**config.mk**
```make
export PLATFORM = sky130hd
export DESIGN_NAME = phy_test_mode
export DESIGN_NICKNAME = d
export VERILOG_FILES = /design/src/hw/phy_test_pkg.sv /design/src/hw/phy_test_mode.sv
export SDC_FILE = /design/constraint.sdc
export NUM_CORES = 1
export LEC_CHECK = 0
export BUFFER_PORTS_ARGS = -buffer_cell sky130_fd_sc_hd__buf_2
export CORE_ASPECT_RATIO = 1.1
export CORE_UTILIZATION = 53
export DETAILED_ROUTE_END_ITERATION = 10
export PLACE_DENSITY = 0.9
export SLEW_MARGIN = 15
export SYNTH_ARGS = -nofsm -noshare
export SYNTH_HDL_FRONTEND = slang
export SYNTH_SLANG_ARGS = --single-unit
```
**constraint.sdc**
```tcl
create_clock -name clk -period 2.08 [get_ports clk]
set_input_delay 0.416 -clock clk [delete_from_list [all_inputs] [get_ports clk]]
set_output_delay 0.416 -clock clk [all_outputs]
set_load 0.05 [all_outputs]
```
**src/hw/phy_test_pkg.sv**
```systemverilog
package phy_test_pkg;

   // ****************************************************************
   // Clock and timing
   // ****************************************************************
   localparam int CLK_PERIOD_NS = 25;
   // Settling time between a power-down request and the ready flag.
   localparam int PD_SETTLE_NS = 100;
   // A least time, so it rounds up to whole cycles.
   localparam int PD_SETTLE_CYC = (PD_SETTLE_NS + CLK_PERIOD_NS - 1) / CLK_PERIOD_NS;

   // ****************************************************************
   // Test pattern control word layout
   // ****************************************************************
   localparam int SEL_MSB = 15;
   localparam int SEL_LSB = 13;
   localparam logic [2:0] SEL_NORMAL = 3'h0;
   localparam logic [2:0] SEL_PAT1 = 3'h1;
   localparam logic [2:0] SEL_PAT2 = 3'h2;
   localparam logic [2:0] SEL_PAT3 = 3'h3;

   // ****************************************************************
   // Ternary line symbols and pattern lengths
   // ****************************************************************
   localparam logic [1:0] SYM_ZERO = 2'h0;
   localparam logic [1:0] SYM_PLUS = 2'h1;
   localparam logic [1:0] SYM_MINUS = 2'h3;
   localparam logic [4:0] PAT2_HALF = 5'h0A;
   localparam logic [4:0] PAT2_LEN = 5'h14;

   // ****************************************************************
   // Power-down sequencer states
   // ****************************************************************
   typedef enum logic [2:0] {
      PD_RUN = 3'b001,
      PD_ENTERING = 3'b010,
      PD_DOWN = 3'b100
   } pd_state_type;

endpackage

```
**src/hw/phy_test_mode.sv**
```systemverilog
`timescale 1ns/100ps
// Functional notes
// - Each PHY instance holds its own mode state, untouched by the other PHY.
// - Select field bits 15:13; 001, 010, 011 pick patterns one to three.
// - Pattern one sends plus one, minus one, alternating forever.
// - Pattern two sends ten plus ones then ten minus ones, repeating.
// - Pattern three transmits normally as master, sending only interframe idle.
// - Patterns replace only transmit data symbols; timing and receive unchanged.
// - Transmit-disable keeps both paths normal but forces every symbol to zero.
// - Host polls the ready flag; device raises it once power-down is reached.
// - Originating PHY sends frame-generator frames onto the cable.
// - With remote loopback on, frames from the line go back out the line.
// - Frame checker examines frames from the line, counting frames and errors.
// - While the generator is active, MAC transmit data is ignored.
// - With remote loopback on and receive suppress set, line frames do not reach the internal MAC.
module phy_test_mode #(
   parameter int CNT_W = 16
) (
   input wire logic clk,
   input wire logic reset_n,
   input wire logic clk_en,
   input wire logic soft_powerdown_request,
   output logic soft_powerdown_ready_flag,
   input wire logic autoneg_enable_bit,
   input wire logic autoneg_forced_mode_bit,
   input wire logic [15:0] test_pattern_control_reg,
   input wire logic tx_disable_mode_bit,
   input wire logic remote_loopback_enable,
   input wire logic remote_loopback_rx_suppress,
   input wire logic gen_active,
   input wire logic [3:0] gen_txd,
   input wire logic gen_tx_en,
   input wire logic [3:0] mac_txd,
   input wire logic mac_tx_en,
   input wire logic [3:0] line_rxd,
   input wire logic line_rx_dv,
   input wire logic line_rx_er,
   output logic [3:0] mac_rxd,
   output logic mac_rx_dv,
   output logic [3:0] pcs_txd,
   output logic pcs_tx_en,
   input wire logic sym_strobe,
   input wire logic [1:0] pcs_sym,
   output logic [1:0] tx_sym,
   output logic [2:0] active_pattern,
   output logic active_tx_disable,
   input wire logic checker_enable,
   output logic [CNT_W-1:0] checker_frame_count,
   output logic [CNT_W-1:0] checker_error_count
);

   // ****************************************************************
   // State record
   // ****************************************************************
   typedef struct packed {
      phy_test_pkg::pd_state_type pd_state;
      logic [3:0] settle_cnt;
      logic [2:0] mode;
      logic txdis;
      logic [4:0] pat2_idx;
      logic [1:0] sym;
      logic [3:0] txd;
      logic tx_en;
      logic [3:0] rxd;
      logic rx_dv;
      logic in_frame;
      logic frame_bad;
      logic [CNT_W-1:0] frm_cnt;
      logic [CNT_W-1:0] err_cnt;
   } phy_state_type;

   phy_state_type st_ff;
   phy_state_type nxt_st;
   logic [2:0] req_mode;
   logic [1:0] pat_sym;
   // Last index of the twenty-symbol droop pattern.
   localparam logic [4:0] PAT2_LAST = phy_test_pkg::PAT2_LEN - 5'h1;

   // Forced link is required for a test mode; otherwise normal data runs.
   always_comb begin
      if (!autoneg_enable_bit && autoneg_forced_mode_bit) begin
         req_mode = test_pattern_control_reg[phy_test_pkg::SEL_MSB:phy_test_pkg::SEL_LSB];
      end else begin
         req_mode = phy_test_pkg::SEL_NORMAL;
      end
   end

   // ****************************************************************
   // Next-state logic
   // ****************************************************************
   // All decisions live here so one registered copy holds this PHY's state.
   always_comb begin
      nxt_st = st_ff;
      pat_sym = pcs_sym;
      // Power-down sequencer: the ready flag follows a fixed settling time.
      case (st_ff.pd_state)
         phy_test_pkg::PD_RUN: begin
            if (soft_powerdown_request) begin
               nxt_st.pd_state = phy_test_pkg::PD_ENTERING;
               nxt_st.settle_cnt = 4'h0;
            end
         end
         phy_test_pkg::PD_ENTERING: begin
            if (!soft_powerdown_request) begin
               nxt_st.pd_state = phy_test_pkg::PD_RUN;
            end else if (st_ff.settle_cnt == 4'(phy_test_pkg::PD_SETTLE_CYC - 1)) begin
               nxt_st.pd_state = phy_test_pkg::PD_DOWN;
            end else begin
               nxt_st.settle_cnt = st_ff.settle_cnt + 4'h1;
            end
         end
         phy_test_pkg::PD_DOWN: begin
            if (!soft_powerdown_request) begin
               nxt_st.pd_state = phy_test_pkg::PD_RUN;
            end
         end
         default: begin
            nxt_st.pd_state = phy_test_pkg::PD_RUN;
         end
      endcase

      // Symbol path moves only on the symbol strobe, so timing stays normal.
      if (sym_strobe) begin
         // Settings are sampled only while running; a setting written during
         // power-down waits for the exit and the next symbol boundary.
         if (st_ff.pd_state == phy_test_pkg::PD_RUN) begin
            nxt_st.mode = req_mode;
            nxt_st.txdis = tx_disable_mode_bit;
         end
         if (nxt_st.mode != st_ff.mode) begin
            nxt_st.pat2_idx = 5'h0;
         end else if (st_ff.pat2_idx == PAT2_LAST) begin
            nxt_st.pat2_idx = 5'h0;
         end else begin
            nxt_st.pat2_idx = st_ff.pat2_idx + 5'h1;
         end
         case (nxt_st.mode)
            phy_test_pkg::SEL_PAT1: begin
               if (st_ff.sym == phy_test_pkg::SYM_PLUS && st_ff.mode == phy_test_pkg::SEL_PAT1) begin
                  pat_sym = phy_test_pkg::SYM_MINUS;
               end else begin
                  pat_sym = phy_test_pkg::SYM_PLUS;
               end
            end
            phy_test_pkg::SEL_PAT2: begin
               if (nxt_st.pat2_idx < phy_test_pkg::PAT2_HALF) begin
                  pat_sym = phy_test_pkg::SYM_PLUS;
               end else begin
                  pat_sym = phy_test_pkg::SYM_MINUS;
               end
            end
            default: begin
               pat_sym = pcs_sym;
            end
         endcase
         if (nxt_st.txdis || st_ff.pd_state != phy_test_pkg::PD_RUN) begin
            nxt_st.sym = phy_test_pkg::SYM_ZERO;
         end else begin
            nxt_st.sym = pat_sym;
         end
      end

      // Transmit nibble source: generator first, then loopback, then MAC.
      // Pattern three keeps the line in interframe idle.
      if (st_ff.mode == phy_test_pkg::SEL_PAT3) begin
         nxt_st.txd = 4'h0;
         nxt_st.tx_en = 1'b0;
      end else if (gen_active) begin
         nxt_st.txd = gen_txd;
         nxt_st.tx_en = gen_tx_en;
      end else if (remote_loopback_enable) begin
         nxt_st.txd = line_rxd;
         nxt_st.tx_en = line_rx_dv;
      end else begin
         nxt_st.txd = mac_txd;
         nxt_st.tx_en = mac_tx_en;
      end

      // Receive toward the MAC, held off while loopback suppresses it.
      if (remote_loopback_enable && remote_loopback_rx_suppress) begin
         nxt_st.rxd = 4'h0;
         nxt_st.rx_dv = 1'b0;
      end else begin
         nxt_st.rxd = line_rxd;
         nxt_st.rx_dv = line_rx_dv;
      end

      // Frame checker: one frame per valid burst, one error per bad frame.
      // Counters saturate rather than wrap so a long soak never reads low.
      if (checker_enable) begin
         nxt_st.in_frame = line_rx_dv;
         if (line_rx_dv) begin
            nxt_st.frame_bad = (st_ff.in_frame && st_ff.frame_bad) || line_rx_er;
         end
         if (st_ff.in_frame && !line_rx_dv) begin
            if (st_ff.frm_cnt != '1) begin
               nxt_st.frm_cnt = st_ff.frm_cnt + 1'b1;
            end
            if (st_ff.frame_bad && st_ff.err_cnt != '1) begin
               nxt_st.err_cnt = st_ff.err_cnt + 1'b1;
            end
            nxt_st.frame_bad = 1'b0;
         end
      end else begin
         nxt_st.in_frame = 1'b0;
         nxt_st.frame_bad = 1'b0;
      end
   end

   // ****************************************************************
   // State register
   // ****************************************************************
   // Clock enable low freezes every field, including the counters.
   always_ff @(posedge clk or negedge reset_n) begin
      if (!reset_n) begin
         st_ff <= '0;
         st_ff.pd_state <= phy_test_pkg::PD_RUN;
      end else if (clk_en) begin
         st_ff <= nxt_st;
      end
   end

   assign soft_powerdown_ready_flag = (st_ff.pd_state == phy_test_pkg::PD_DOWN);
   assign mac_rxd = st_ff.rxd;
   assign mac_rx_dv = st_ff.rx_dv;
   assign pcs_txd = st_ff.txd;
   assign pcs_tx_en = st_ff.tx_en;
   assign tx_sym = st_ff.sym;
   assign active_pattern = st_ff.mode;
   assign active_tx_disable = st_ff.txdis;
   assign checker_frame_count = st_ff.frm_cnt;
   assign checker_error_count = st_ff.err_cnt;

   // ****************************************************************
   // Assertions
   // ****************************************************************
   // Held request reaches the ready flag after the settling cycles.
   property p_ready_rises;
      @(posedge clk) disable iff (!reset_n || !clk_en)
      soft_powerdown_request [*6] |-> soft_powerdown_ready_flag;
   endproperty
   a_ready_rises: assert property (p_ready_rises) else $error("ready flag late");

   property p_ready_drops;
      @(posedge clk) disable iff (!reset_n || !clk_en)
      !soft_powerdown_request |=> !soft_powerdown_ready_flag;
   endproperty
   a_ready_drops: assert property (p_ready_drops) else $error("ready without request");

   property p_mode_on_boundary;
      @(posedge clk) disable iff (!reset_n || !clk_en)
      (active_pattern != $past(active_pattern)) |->
         $past(sym_strobe) && $past(st_ff.pd_state == phy_test_pkg::PD_RUN);
   endproperty
   a_mode_on_boundary: assert property (p_mode_on_boundary) else $error("mode changed mid symbol");

   property p_pat1_alternates;
      @(posedge clk) disable iff (!reset_n || !clk_en)
      (sym_strobe && active_pattern == phy_test_pkg::SEL_PAT1 && !active_tx_disable
         && st_ff.pd_state == phy_test_pkg::PD_RUN && req_mode == phy_test_pkg::SEL_PAT1
         && !tx_disable_mode_bit && tx_sym == phy_test_pkg::SYM_PLUS)
         |=> tx_sym == phy_test_pkg::SYM_MINUS;
   endproperty
   a_pat1_alternates: assert property (p_pat1_alternates) else $error("pattern one broke");

   property p_pat2_shape;
      @(posedge clk) disable iff (!reset_n || !clk_en)
      (active_pattern == phy_test_pkg::SEL_PAT2 && !active_tx_disable
         && $past(st_ff.pd_state == phy_test_pkg::PD_RUN) && $past(sym_strobe)
         && $past(clk_en))
         |-> tx_sym == ((st_ff.pat2_idx < phy_test_pkg::PAT2_HALF) ?
             phy_test_pkg::SYM_PLUS : phy_test_pkg::SYM_MINUS);
   endproperty
   a_pat2_shape: assert property (p_pat2_shape) else $error("pattern two shape wrong");

   property p_txdis_zero;
      @(posedge clk) disable iff (!reset_n || !clk_en)
      active_tx_disable |-> tx_sym == phy_test_pkg::SYM_ZERO;
   endproperty
   a_txdis_zero: assert property (p_txdis_zero) else $error("nonzero symbol in tx disable");

   property p_gen_wins;
      @(posedge clk) disable iff (!reset_n || !clk_en)
      (gen_active && active_pattern != phy_test_pkg::SEL_PAT3)
         |=> pcs_txd == $past(gen_txd) && pcs_tx_en == $past(gen_tx_en);
   endproperty
   a_gen_wins: assert property (p_gen_wins) else $error("generator not on line");

   property p_loopback;
      @(posedge clk) disable iff (!reset_n || !clk_en)
      (remote_loopback_enable && !gen_active && active_pattern != phy_test_pkg::SEL_PAT3)
         |=> pcs_txd == $past(line_rxd) && pcs_tx_en == $past(line_rx_dv);
   endproperty
   a_loopback: assert property (p_loopback) else $error("loopback frame lost");

   property p_rx_suppress;
      @(posedge clk) disable iff (!reset_n || !clk_en)
      (remote_loopback_enable && remote_loopback_rx_suppress) |=> !mac_rx_dv;
   endproperty
   a_rx_suppress: assert property (p_rx_suppress) else $error("suppressed frame reached mac");

   property p_frame_count;
      @(posedge clk) disable iff (!reset_n || !clk_en)
      (checker_enable && st_ff.in_frame && !line_rx_dv && checker_frame_count != '1)
         |=> checker_frame_count == $past(checker_frame_count) + 1'b1;
   endproperty
   a_frame_count: assert property (p_frame_count) else $error("frame not counted");

   property p_pat3_idle;
      @(posedge clk) disable iff (!reset_n || !clk_en)
      active_pattern == phy_test_pkg::SEL_PAT3 |=> !pcs_tx_en;
   endproperty
   a_pat3_idle: assert property (p_pat3_idle) else $error("frame sent in pattern three");

endmodule

```
==> run_results.csv <==
group,metric,value,unit
synth,syn_nets,433,
sta,min_period,1.89,ns
die,die_h,87.8,um
synth,synthesis.area,3550,um^2
global_routing,grt_start_max_net_pins,63,
sta,fin_crit_sh,90.7,%
sta,setup_ws,0.193,ns
detailed_routing,drt_iter0_drc,139,
worst_setup_path,arrival,2.11,ns
worst_setup_path,path_common_cell,"and3_1",
synth,synthCells,383,
worst_setup_path,cp_num_buf_inv,0,
worst_setup_path,rr_startpoint,"checker_error_count[4]",
die,die_x,80,um
placed_design,hpwl,5.03,mm
die,rows,30,
sta,hold_violations,0,
synth,synth.top_cell.area_share,43.0,%
synth,synth_area_leaders,"dfrtp_1 43%, buf_4 9.7%, xnor2_1 4.9%, o21ai_0 4.1%, nand2_1 3.9%",
sta,fin_tns_setup,0,ns
cells_and_area,nets,478,
clocking,ctsHoldBuffers,0,
clocking,cts_sinks,62,
clocking,cts-root-buf,"clkbuf_8",
worst_setup_path,critPathSlowestCell,"dfrtp_1",
hold_path,hp-class,"primary input to asynchronous set/reset pin",
worst_setup_path,cp_top_family,"simple AND/OR/NAND/NOR gates",
cells_and_area,layout_commonest_cell,"buf_2",
global_routing,use_met3,5.10,%
global_routing,grt_usage,22.0,%
synth,synth.distinct_cells,49,
clocking,cts_resized,0,
detailed_routing,ant_nets,0,
placed_design,post_dp_cell_area,3740,um^2
cells_and_area,fillers,553,
pwr,power_frac_comb,29.3,%
run,drv_cap,0,
detailed_routing,route.vias.total,2792,
worst_setup_path,worstSetupPathType,"register to register",
sta,report.final.slew_viol_count,0,
global_routing,grtUsageMet1,26.9,%
die,coreArea,6310,um^2
synth,yosys.area.top_type,"dfrtp_1",
synth,ys_ff_latch,62,
global_routing,grt_most_used_layer,"met2",
pwr,clock_power_share,26.1,%
die,initial_core_util,56.3,%
global_routing,grt_pass1_wl,11.9,mm
sta,rsz0062_at_grt,"no",
sta,max_slew.worst_pin.slew,0.401,ns
pwr,p_int,2160,uW
global_routing,overflow,0,
clocking,cts_buffer_depth,2,
global_routing,antenna_found_initial,0,
cells_and_area,most-common-layout-cells,"81 x buf_2, 61 x dfrtp_1, 37 x nand2_1",
cells_and_area,final_area,3910,um^2
worst_setup_path,cp-end-kind,"register",
detailed_routing,drc,0,
pwr,cellPowerDensity,890,nW/um^2
detailed_routing,via_per_inst,5.44,
pwr,switching_share,37.9,%
pwr,power_switching,1320,uW
cells_and_area,drive_gt1_share,26.1,%
die,io_pins,95,
synth,synth-main-ff-cell,"dfrtp_1",
sta,slew_headroom,73.2,%
global_routing,grt_pass1_vias,2651,
cells_and_area,antenna_cells,0,
worst_setup_path,crit_required,2.30,ns
synth,synth-edff-count,0,
worst_setup_path,start_kind,"register",
synth,synth_warnings,0,
synth,async_flop_share,100,%
detailed_routing,drt-total-wl,6.91,mm
placed_design,portBuffers,81,
synth,ys_seq_area_share,43.8,%
clocking,htree_levels,3,
die,dieArea,7020,um^2
cells_and_area,area_delta_synth_final,10.2,%
sta,skew,0.00889,ns
detailed_routing,avgRoutedWirePerCell,13.5,um
detailed_routing,dr.pass1.iters,4,
clocking,clkSlewWorstSetupHoldPaths,0.07,ns
pwr,peakVddDrop,643,uV
clocking,clk_latency,0.33,ns
worst_setup_path,cp_slowest_stage_delay,0.42,ns
placed_design,routabilityCongestion,0.947,
pwr,power.share.sequential,44.6,%
run_status,outcome,"finished clean",
clocking,cts_tree,"yes",
clocking,postCtsSetupBuffers,0,
pwr,p_leak,0.00193,uW
global_routing,grt_use_met2,37.1,%
worst_setup_path,crit_chain,"and3_1 -> and4_1 -> and3_1 -> a21boi_0 -> mux2_2",
synth,syn_avg_cell_area,9.26,um^2
worst_setup_path,startpoint,"checker_error_count[4]",
placed_design,pre_cts_slack,0.0824,ns
sta,final-setup-viol-count,0,
worst_setup_path,cp_max_fo,6,
sta,max_freq,0.530,GHz
clocking,numCtsBuffers,9,
==> power groups by stage <==
stage                     logic, uW  registers (uW)  clock network (uW)
final                          1020            1550                 908
after global routing           1120            1580                1010
after CTS                      1020            1550                 940
after detailed placement       1020            1570                   0
after global placement          989            1560                   0
after floorplan                 837            1560                   0
==> layer usage <==
| layer | share of wire, % | up-vias |
|---|---|---|
| met5 | 0 | - |
| met4 | 1.7 | 0 |
| met3 | 5.6 | 11 |
| met2 | 49 | 81 |
| met1 | 43 | 1321 |
| li1 | - | 1379 |
==> cells in the mapped netlist, types with 5 or more instances <==
| cell | n |
|---|---|
| clkbuf_1 | 7 |
| inv_1 | 19 |
| xor2_1 | 10 |
| nand3b_1 | 5 |
| nand2_1 | 37 |
| mux2i_1 | 5 |
| a21oi_1 | 11 |
| nor2_1 | 23 |
| dfrtp_1 | 61 |
| nor3_1 | 6 |
| o21ai_0 | 29 |
| o22ai_1 | 5 |
| xnor2_1 | 20 |
| nand4_1 | 14 |
| nand3_1 | 17 |
| buf_4 | 46 |
==> registers in the layout, indices dropped and copies added (netlist names) <==
signal,count
tx_sym,2
active_tx_disable,1
checker_error_count,16
active_pattern,3
checker_frame_count,16
pcs_tx_en,1
st_ff,14
mac_rxd,4
mac_rx_dv,1
pcs_txd,4
==> stage by stage <==
step                      util [%]  total power [uW]  hold slack [ns]  std cells
after floorplan                  -              2400            0.120        383
final                         62.0              3480           0.0722        513
after detailed placement      59.3              2590            0.453        497
after global placement        59.3              2550            0.452        497
after CTS                     62.0              3510           0.0841        513
after global routing          62.0              3710           0.0914        513
==> worst paths after layout <==
kind                       depth (start not counted)  slack (ns)                       to
setup / recovery                                   5        0.19   checker_error_count[1]
hold / removal                                     2        0.07  checker_frame_count[10]
setup reg to reg                                   5        0.19   checker_error_count[1]
hold reg to reg                                    1        0.49                st_ff[58]
max in group asynchronous                          2        1.69                st_ff[59]
min in group clk                                   2        0.30                st_ff[59]
==> final cells by class <==
type                            instances  area, um^2  area share (%)
Tap cell                               80         100            2.56
Timing Repair Buffer                   88         470            12.0
Clock inverter                          4        22.5           0.576
Clock buffer                           12         145            3.71
Multi-Input combinational cell        248        1550            39.6
Sequential cell                        62        1550            39.7
Inverter                               19        71.3            1.82
==> cell families (layout without fill, tap and decap cells) <==
logic type | Yosys count | count (layout) | synth area share (%)
and+or+nand+nor | 138 | 138 | 20.8
buffers and inverters | 73 | 123 | 12.6
AOI/OAI and AO/OA | 68 | 68 | 11.6
DFF | 62 | 62 | 43.8
xor gates and xnor gates | 30 | 30 | 7.41
muxes | 8 | 8 | 2.36
adders and majority gates | 4 | 4 | 1.41
No activity file was read; power rests on OpenSTA's default activity.
